**src/verilog/pin_change_pkg.sv**
```systemverilog
// package: register map, field layout and bus carriers for the pin change block
package pin_change_pkg;

	// ----------------------------------------------------------------
	// sizes
	// ----------------------------------------------------------------
	localparam int NUM_PINS = 8;
	localparam int ADDR_W = 12;
	localparam int DATA_W = 32;

	// ----------------------------------------------------------------
	// register byte offsets
	// ----------------------------------------------------------------
	localparam logic [ADDR_W-1:0] RISE_EN_OFFSET = 12'h000;
	localparam logic [ADDR_W-1:0] FALL_EN_OFFSET = 12'h004;
	localparam logic [ADDR_W-1:0] FLAGS_OFFSET = 12'h008;
	localparam logic [ADDR_W-1:0] CONTROL_OFFSET = 12'h00C;

	// ----------------------------------------------------------------
	// irq_control_reg field positions; register and read data reset values
	// ----------------------------------------------------------------
	localparam int CTRL_IRQ_EN_BIT = 0;
	localparam int CTRL_SUMMARY_BIT = 1;
	localparam logic [NUM_PINS-1:0] PIN_REG_RESET = 8'h00;
	localparam logic CTRL_IRQ_EN_RESET = 1'b0;
	localparam logic [DATA_W-1:0] RDATA_RESET = 32'h00000000;

	// synchroniser warm-up: edges counted only once the previous sample is real
	localparam logic [1:0] WARM_DONE = 2'h3;

	// ----------------------------------------------------------------
	// APB carriers
	// ----------------------------------------------------------------
	typedef struct packed {
		logic [ADDR_W-1:0] paddr;
		logic psel;
		logic penable;
		logic pwrite;
		logic [DATA_W-1:0] pwdata;
		logic [3:0] pstrb;
	} apb_req_t;

	typedef struct packed {
		logic [DATA_W-1:0] prdata;
		logic pready;
		logic pslverr;
	} apb_rsp_t;

	typedef struct packed {
		logic rise;
		logic fall;
	} pin_edge_t;

endpackage

```
**src/verilog/pin_edge_detect.sv**
```systemverilog
// single pin synchroniser and edge pulse generator
`timescale 1ns/10ps
module pin_edge_detect (
	input wire logic pclk, // system clock
	input wire logic presetn, // async reset, active low
	input wire logic pin_in, // raw port pin, asynchronous
	output pin_change_pkg::pin_edge_t edge_out // one-cycle rise and fall pulses
);
	import pin_change_pkg::*;

	// ----------------------------------------------------------------
	// state
	// ----------------------------------------------------------------
	typedef struct packed {
		logic meta;
		logic sync;
		logic prev;
		logic [1:0] warm;
	} det_state_t;

	det_state_t st_reg;
	det_state_t st_next;

	always_comb begin
		st_next = st_reg;
		st_next.meta = pin_in;
		// meta feeds only the second stage
		st_next.sync = st_reg.meta;
		st_next.prev = st_reg.sync;
		if (st_reg.warm != WARM_DONE) begin
			st_next.warm = st_reg.warm + 2'h1;
		end
	end

	always_ff @(posedge pclk or negedge presetn) begin
		if (!presetn) begin
			st_reg <= '0;
		end else begin
			st_reg <= st_next;
		end
	end

	// ----------------------------------------------------------------
	// edge pulses
	// ----------------------------------------------------------------
	// no edge is reported until prev holds a real sample, so a pin that
	// is already high at reset release does not fake a rising edge
	always_comb begin
		edge_out.rise = (st_reg.warm == WARM_DONE) && st_reg.sync && !st_reg.prev;
		edge_out.fall = (st_reg.warm == WARM_DONE) && !st_reg.sync && st_reg.prev;
	end
endmodule

```
**src/verilog/port_pin_change_interrupt.sv**
```systemverilog
// pin change interrupt block: eight pins, edge enables, sticky flags, APB slave
`timescale 1ns/10ps
module port_pin_change_interrupt (
	input wire logic pclk, // system clock, 10 MHz
	input wire logic presetn, // async reset, active low
	input pin_change_pkg::apb_req_t apb_req, // APB request from master
	output pin_change_pkg::apb_rsp_t apb_rsp, // APB answer, registered
	input wire logic [pin_change_pkg::NUM_PINS-1:0] port_pin, // raw port pins
	input wire logic sleep_active, // core asleep, same clock domain
	output logic irq, // change interrupt request, level
	output logic wake, // wake request while asleep, level
	output logic change_summary_flag // OR of all pin flags
);
	import pin_change_pkg::*;

	// ----------------------------------------------------------------
	// state
	// ----------------------------------------------------------------
	typedef struct packed {
		logic [NUM_PINS-1:0] rise_edge_enable;
		logic [NUM_PINS-1:0] fall_edge_enable;
		logic [NUM_PINS-1:0] pin_change_flags;
		logic change_irq_enable;
		logic change_summary_flag;
		logic irq;
		logic wake;
		apb_rsp_t rsp;
	} blk_state_t;

	blk_state_t st_reg;
	blk_state_t st_next;

	pin_edge_t pin_edge [NUM_PINS];
	logic [NUM_PINS-1:0] rise_pulse;
	logic [NUM_PINS-1:0] fall_pulse;
	logic [NUM_PINS-1:0] edge_hit;
	logic apb_setup;
	logic apb_access;
	logic apb_write;
	logic addr_ok;
	logic [DATA_W-1:0] rd_value;

	// ----------------------------------------------------------------
	// per-pin edge detection
	// ----------------------------------------------------------------
	genvar gi;
	generate
		for (gi = 0; gi < NUM_PINS; gi++) begin : g_pin
			pin_edge_detect u_det (
				.pclk(pclk),
				.presetn(presetn),
				.pin_in(port_pin[gi]),
				.edge_out(pin_edge[gi])
			);
			assign rise_pulse[gi] = pin_edge[gi].rise;
			assign fall_pulse[gi] = pin_edge[gi].fall;

		end
	endgenerate

	// both enables may be set together, so one pin can flag on either edge
	assign edge_hit = (rise_pulse & st_reg.rise_edge_enable)
		| (fall_pulse & st_reg.fall_edge_enable);

	// ----------------------------------------------------------------
	// APB decode
	// ----------------------------------------------------------------
	assign apb_setup = apb_req.psel && !apb_req.penable;
	assign apb_access = apb_req.psel && apb_req.penable && st_reg.rsp.pready;
	// only byte lane 0 carries register bits; other lanes are ignored
	assign apb_write = apb_access && apb_req.pwrite && apb_req.pstrb[0];

	always_comb begin
		addr_ok = 1'b1;
		rd_value = RDATA_RESET;
		if (apb_req.paddr == RISE_EN_OFFSET) begin
			rd_value[NUM_PINS-1:0] = st_reg.rise_edge_enable;
		end else if (apb_req.paddr == FALL_EN_OFFSET) begin
			rd_value[NUM_PINS-1:0] = st_reg.fall_edge_enable;
		end else if (apb_req.paddr == FLAGS_OFFSET) begin
			rd_value[NUM_PINS-1:0] = st_reg.pin_change_flags;
		end else if (apb_req.paddr == CONTROL_OFFSET) begin
			rd_value[CTRL_IRQ_EN_BIT] = st_reg.change_irq_enable;
			rd_value[CTRL_SUMMARY_BIT] = st_reg.change_summary_flag;
		end else begin
			addr_ok = 1'b0;
		end
	end

	// ----------------------------------------------------------------
	// next state
	// ----------------------------------------------------------------
	always_comb begin
		st_next = st_reg;
		st_next.rsp.pready = 1'b0;
		// answer prepared in the setup cycle: every access takes zero waits.
		// read data is the value seen in setup, one cycle before completion
		if (apb_setup) begin
			st_next.rsp.pready = 1'b1;
			st_next.rsp.pslverr = !addr_ok;
			st_next.rsp.prdata = apb_req.pwrite ? RDATA_RESET : rd_value;
		end
		if (apb_write && addr_ok) begin
			if (apb_req.paddr == RISE_EN_OFFSET) begin
				st_next.rise_edge_enable = apb_req.pwdata[NUM_PINS-1:0];
			end else if (apb_req.paddr == FALL_EN_OFFSET) begin
				st_next.fall_edge_enable = apb_req.pwdata[NUM_PINS-1:0];
			end else if (apb_req.paddr == FLAGS_OFFSET) begin
				st_next.pin_change_flags = apb_req.pwdata[NUM_PINS-1:0];
			end else begin
				st_next.change_irq_enable = apb_req.pwdata[CTRL_IRQ_EN_BIT];
			end
		end
		// a fresh edge wins over a software clear of the same flag
		st_next.pin_change_flags = st_next.pin_change_flags | edge_hit;
		st_next.change_summary_flag = |st_next.pin_change_flags;
		st_next.irq = st_next.change_irq_enable && st_next.change_summary_flag;
		st_next.wake = sleep_active && st_next.irq;
	end

	always_ff @(posedge pclk or negedge presetn) begin
		if (!presetn) begin
			st_reg.rise_edge_enable <= PIN_REG_RESET;
			st_reg.fall_edge_enable <= PIN_REG_RESET;
			st_reg.pin_change_flags <= PIN_REG_RESET;
			st_reg.change_irq_enable <= CTRL_IRQ_EN_RESET;
			st_reg.change_summary_flag <= 1'b0;
			st_reg.irq <= 1'b0;
			st_reg.wake <= 1'b0;
			st_reg.rsp <= '0;
		end else begin
			st_reg <= st_next;
		end
	end

	assign apb_rsp = st_reg.rsp;
	assign irq = st_reg.irq;
	assign wake = st_reg.wake;
	assign change_summary_flag = st_reg.change_summary_flag;
endmodule
```
**config.mk**
```make
export PLATFORM = sky130hd
export DESIGN_NAME = port_pin_change_interrupt
export DESIGN_NICKNAME = d
export VERILOG_FILES = /design/src/verilog/pin_change_pkg.sv /design/src/verilog/pin_edge_detect.sv /design/src/verilog/port_pin_change_interrupt.sv
export SDC_FILE = /design/constraint.sdc
export NUM_CORES = 1
export LEC_CHECK = 0
export BUFFER_PORTS_ARGS = -buffer_cell sky130_fd_sc_hd__buf_2
export CAP_MARGIN = 20
export CELL_PAD_IN_SITES_DETAIL_PLACEMENT = 0
export CELL_PAD_IN_SITES_GLOBAL_PLACEMENT = 2
export CORE_MARGIN = 5
export CORE_UTILIZATION = 34
export DETAILED_ROUTE_END_ITERATION = 12
export GPL_ROUTABILITY_DRIVEN = 1
export PLACE_DENSITY_LB_ADDON = 0.1
export SLEW_MARGIN = 20
export SYNTH_ARGS = -nofsm -noshare
export SYNTH_HDL_FRONTEND = slang
export SYNTH_HIERARCHICAL = 1
export SYNTH_SLANG_ARGS = --single-unit
```
**constraint.sdc**
```tcl
create_clock -name pclk -period 2.25 [get_ports pclk]
set_clock_uncertainty 0.1 [all_clocks]
set_input_delay 0.225 -clock pclk [delete_from_list [all_inputs] [get_ports pclk]]
set_output_delay 0.225 -clock pclk [all_outputs]
set_load 0.02 [all_outputs]
```
======== Yosys cells after proc, flatten, opt, wreduce, memory -nomap -nowiden ========
Cells that the tools add are included.
storage, ports and cells
  flip-flop bits (word level) ............. 78
  logic and storage cells ................. 152
  input port bits ......................... 62
  output and inout bits ................... 37
cells by class
  muxes and demuxes ....................... 16
  equal/unequal tests ..................... 19
  $add $sub $neg .......................... 8
  reduce and logical (&&, ||, !) cells .... 62
  bitwise operators ....................... 5
operator list
  cell                   count
  $logic_and A1 B1 Y1    40
  $mux W8                4
  $mux W9                3
  $eq A12 B4 Y1 const B  2
  $logic_not A1 Y1       18
  $add A2 B1 Y2 const B  8
  $and A8 B8 Y8          2
  $eq A2 B2 Y1 const B   8
  $ne A2 B2 Y1 const B   8
  $or A8 B8 Y8           2
  $eq A12 B3 Y1 const B  1
  $logic_not A12 Y1      1
  $reduce_or A8 Y1       1
  $mux W2                3
  $mux W6                1
  $mux W1                5
  $reduce_and A3 Y1      1
  $reduce_and A2 Y1      1
  $not A1 Y1             1

======== Logic depth before layout (Yosys ltp) ========
  depth after elaboration ................. 11
  depth in mapped cells ................... 6
  mapped depth without buffers ............ 6

======== Cells and area by module ========
Netlist, hierarchy kept.
by module, submodules not included
  module                     instances  area each (um^2)  cells each
  port_pin_change_interrupt  1          2109.5            202
  pin_edge_detect            8          181.4             10

======== Worst setup path after synthesis ========
Ideal clock, no wire load.
  path type ............................... input to register
  start ................................... in apb_req[48] (netlist name)
  end ..................................... reg st_reg[54] (netlist name)
  stages .................................. 6
  setup slack ............................. 0.481 ns
  arrival ................................. 1.544 ns
  path through ............................ nor4_2 nand4_1 or3_1 buf_6 nor2_8 mux2_2
on the way
  cells in the longest elaborated chain, start to end .. 7
  elaborated cells between the ends (all ways) .. 10
  classes of those cells .................. eq/ne (3); mux (4); reduce/logical (3)
ends and longest elaborated chain
  what                             RTL line                          RTL
  from (decl)                      port_pin_change_interrupt.sv:6    input pin_change_pkg::apb_req_t apb_req,
  $eq A12 B4 Y1                    port_pin_change_interrupt.sv:82   end else if (apb_req.paddr == CONTROL_OFFSET) begin
  $mux W1                          port_pin_change_interrupt.sv:82
  $mux W1                          port_pin_change_interrupt.sv:80   end else if (apb_req.paddr == FLAGS_OFFSET) begin
  $mux W1                          port_pin_change_interrupt.sv:78   end else if (apb_req.paddr == FALL_EN_OFFSET) begin
  $mux W1                          port_pin_change_interrupt.sv:76   if (apb_req.paddr == RISE_EN_OFFSET) begin
  $logic_and A1 B1 Y1              port_pin_change_interrupt.sv:103  if (apb_write && addr_ok) begin
  $reduce_and A2 Y1 (no line) (*)  n/a
  to (signal assigned)             port_pin_change_interrupt.sv:132  st_reg <= st_next;
  to (decl)                        port_pin_change_interrupt.sv:30   blk_state_t st_reg;
Every way passes the cells marked *; elsewhere a longest branch is shown, timed or not.
A chain may end at the register's enable or synchronous reset.

==> key figures <==
GRT
  – Initial antenna violation count: 0
  – Vias in the first global route: 2326
  – Tot GR Track Use: 0.122
  – GRT overflow: 0
  – Wire length of the first global-routing pass: roughly 12000 um
  – Largest net degree at the start of global routing: 52

Place
  – Place WS: 0.105 ns
  – Cell Area, Placed: 0.00382 mm2
  – Dpl hpwl: slightly above 5000 um
  – Final GP Congestion: ~0.73
  – I/O Buffers: 47

Synth
  – Synth Warn #: 6
  – Ys async rst share: 1.00
  – Synth Flop Type: dfrtp_1
  – Synth Area per Inst: 12.6 um2
  – Seq/Total Area, Yosys: 0.548
  – Mapped Cells: ~280
  – EDFF count, synth: 0
  – Synth Cell Area: 0.00356 mm2
  – Distinct cells, synth: 37
  – Seq cells post-synth: 78

Setup path
  – R2r endpoint: wake$_DFF_PN0_
  – FF-to-FF path depth: 7
  – Arrival time at the worst endpoint: around 2.2 ns
  – Crit Path Max Fanout: 4
  – Critical Path End Type: flip-flop
  – Critical path type: flip-flop to flip-flop
  – Launch point of the worst reg-to-reg path: g_pin[3].u_det/st_reg[0]$_DFFE_PN0P_
  – Startpoint Class: flip-flop
  – Worst EP required: 2.38 ns
  – Reg2Reg Setup Slack: between 0.2 and 0.25 ns

Power and ir drop
  – Logic pwr share: 0.066
  – Pint: 2030 uW
  – Clock power share: 0.399
  – Switch Pwr: 648 uW
  – Reg power frac: 0.536
  – Leakage power: ~0.0020 uW
  – Total power: roughly 2700 uW
  – Power Density: about 650 mW/mm2
  – Sw Share: 0.242
  – Maximum vdd drop: 0.000303 V

CTS
  – Setup bufs post-CTS: 0
  – Num CTS Buffers: 9
  – TritonCTS Sinks: 78
  – Clk buf depth: 2
  – Worst-skew pair later-pin latency: approximately 0.36 ns
  – CTS tree: yes
  – H-tree Lvls: 3
  – Root Driver: clkbuf_8
  – Clk pin slew, worst setup/hold paths: around 0.080 ns

Timing
  – F_max: 489 MHz
  – Final hold viol count: 0
  – Final slew viol count: 0
  – Fin crit share: 0.909
  – Worst Tran Pin Value: ~0.63 ns
  – Worst slew margin: 0.579
  – Setup-failing EPs final: 0
  – Worst setup margin: between 0.2 and 0.25 ns
  – Setup TNS: 0 ns
  – Fin crit period: 2.05 ns
  – RSZ-0062 raised after global routing: no

Final layout
  – Commonest cells after routing, fill and taps aside: dfrtp_1 (78), buf_2 (46), conb_1 (24)
  – Layout cells sized above 1: 0.345
  – Most common cell after layout, fill and taps aside: dfrtp_1
  – Max FFs per register: 25
  – Fin area: a little over 0.004 mm2
  – Antenna cells: 0
  – Nets: a little over 400
  – Area growth syn-to-layout: 15.7%

Floorplan
  – Site Rows: 37
  – IO Count: 99
  – Total core area: about 0.01 mm2
  – Initial Util: 0.346
  – DIE AREA: 0.0126 mm2
  – Die Wd: roughly 110 um
  – Die Y: around 110 um

Route
  – Routed WL: between 7000 and 8000 um
  – Routed Antenna Nets: 0
  – Vias per cell: roughly 4.5
  – First-pass DRT Iterations: 4
  – Drt wl/cell: approximately 15 um
  – DR iter-0 viols: 36
  – Routed via count: about 2200
  – Residual DRC: 0

Hold path
  – Hold endpoint: wake$_DFF_PN0_
  – Worst hold path depth: 2
  – Hold Startpoint: sleep_active
  – Worst min-delay path class: input pin to flip-flop

Flow run
  – Maxcap violations: 0

Run status
  – Outcome: complete, no violations
-- cell usage after synthesis (all sizes together), types with 2 or more instances --
cell type | n | area share
xnor2 | 8 | 0.020
clkbuf | 6 | 0.0067
a21oi | 6 | 0.0084
a22oi | 8 | 0.017
mux2i | 9 | 0.025
nand2 | 20 | 0.021
dfrtp | 78 | 0.55
o21ai | 9 | 0.013
ha | 8 | 0.028
nor2b | 7 | 0.012
buf | 36 | 0.076
nor4 | 3 | 0.0070
nor2 | 8 | 0.015
nand3 | 3 | 0.0056
inv | 9 | 0.0095
nand4 | 5 | 0.0088
or4 | 2 | 0.0042
o221ai | 6 | 0.015
and3b | 16 | 0.045
and3 | 2 | 0.0035
mux4 | 2 | 0.013
mux2 | 24 | 0.084
-- layer usage --
metal,global-route usage,up-vias,wire [um]
met1,0.169,1041,3460
met2,0.181,59,3120
li1,-,1042,-
met5,0,-,0
met4,0.0505,0,107
met3,0.0345,9,441
-- power by group through the flow --
stage                     combinational, uW  clock (uW)  sequential, uW
after floorplan                         119           0            1460
after global placement                  167           0            1460
after detailed placement                168           0            1460
after CTS                               180        1110            1440
after global routing                    199        1180            1440
final                                   176        1070            1440
-- worst max-delay path by stage --
stage	from	slack [ns]	endpoint
after global routing	g_pin[2].u_det/st_reg[0]$_DFFE_PN0P_	0.09	wake$_DFF_PN0_
after global placement	apb_req[48]	0.11	st_reg[57]$_DFFE_PN0P_
after floorplan	apb_req[48]	0.48	st_reg[54]$_DFFE_PN0P_
after CTS	g_pin[3].u_det/st_reg[0]$_DFFE_PN0P_	0.1	wake$_DFF_PN0_
final	g_pin[3].u_det/st_reg[0]$_DFFE_PN0P_	0.20	wake$_DFF_PN0_
after detailed placement	g_pin[7].u_det/st_reg[0]$_DFFE_PN0P_	0.11	wake$_DFF_PN0_
-- cell families (layout without fill, tap and decap cells) --
| kind of cell | after synthesis | count (layout) | synth area share |
|---|---|---|---|
| flip-flops | 78 | 78 | 0.548 |
| AND/OR/NAND/NOR | 70 | 70 | 0.131 |
| buffers and inverters | 51 | 88 | 0.0924 |
| multiplexers | 35 | 35 | 0.122 |
| AO/OA/AOI/OAI | 31 | 31 | 0.0573 |
| adder cells (fa/ha/maj) | 8 | 8 | 0.0281 |
| XOR/XNOR | 8 | 8 | 0.0197 |
| other | 1 | 24 | 0.00105 |
-- per-stage QoR --
stage	util	hold slack (ns)	cells
2_1_floorplan	-	-0.171	305
3_3_place_gp	0.372	0.0795	453
3_5_place_dp	0.372	0.0868	453
4_1_cts	0.400	0.00604	478
5_1_grt	0.401	0.00804	478
6_report	0.401	0.0227	478
-- area by class of cell --
type | count | area (um2)
clock buffer | 11 | 141
clock inverter | 5 | 58.8
fill | 1030 | 6160
inverter | 9 | 33.8
multi-input combinational | 176 | 1370
sequential | 78 | 1950
tap | 136 | 170
timing repair buffer | 63 | 393
-- critical path, stage by stage (launching register included) --
cell      delay, ns
dfrtp_1        0.40
ha_1           0.26
and3b_2        0.23
a22oi_1        0.25
nand4_1        0.18
a211oi_2       0.29
buf_4          0.17
nor3b_1        0.04
-- repair_timing --
item | in CTS | in global routing
gates resized for setup | 0 | 1
hold endpoints to repair | 35 | 0
setup endpoints to repair | 0 | 2
hold buffers | 9 | 0
Note: power is estimated with default switching activity, not from simulation.
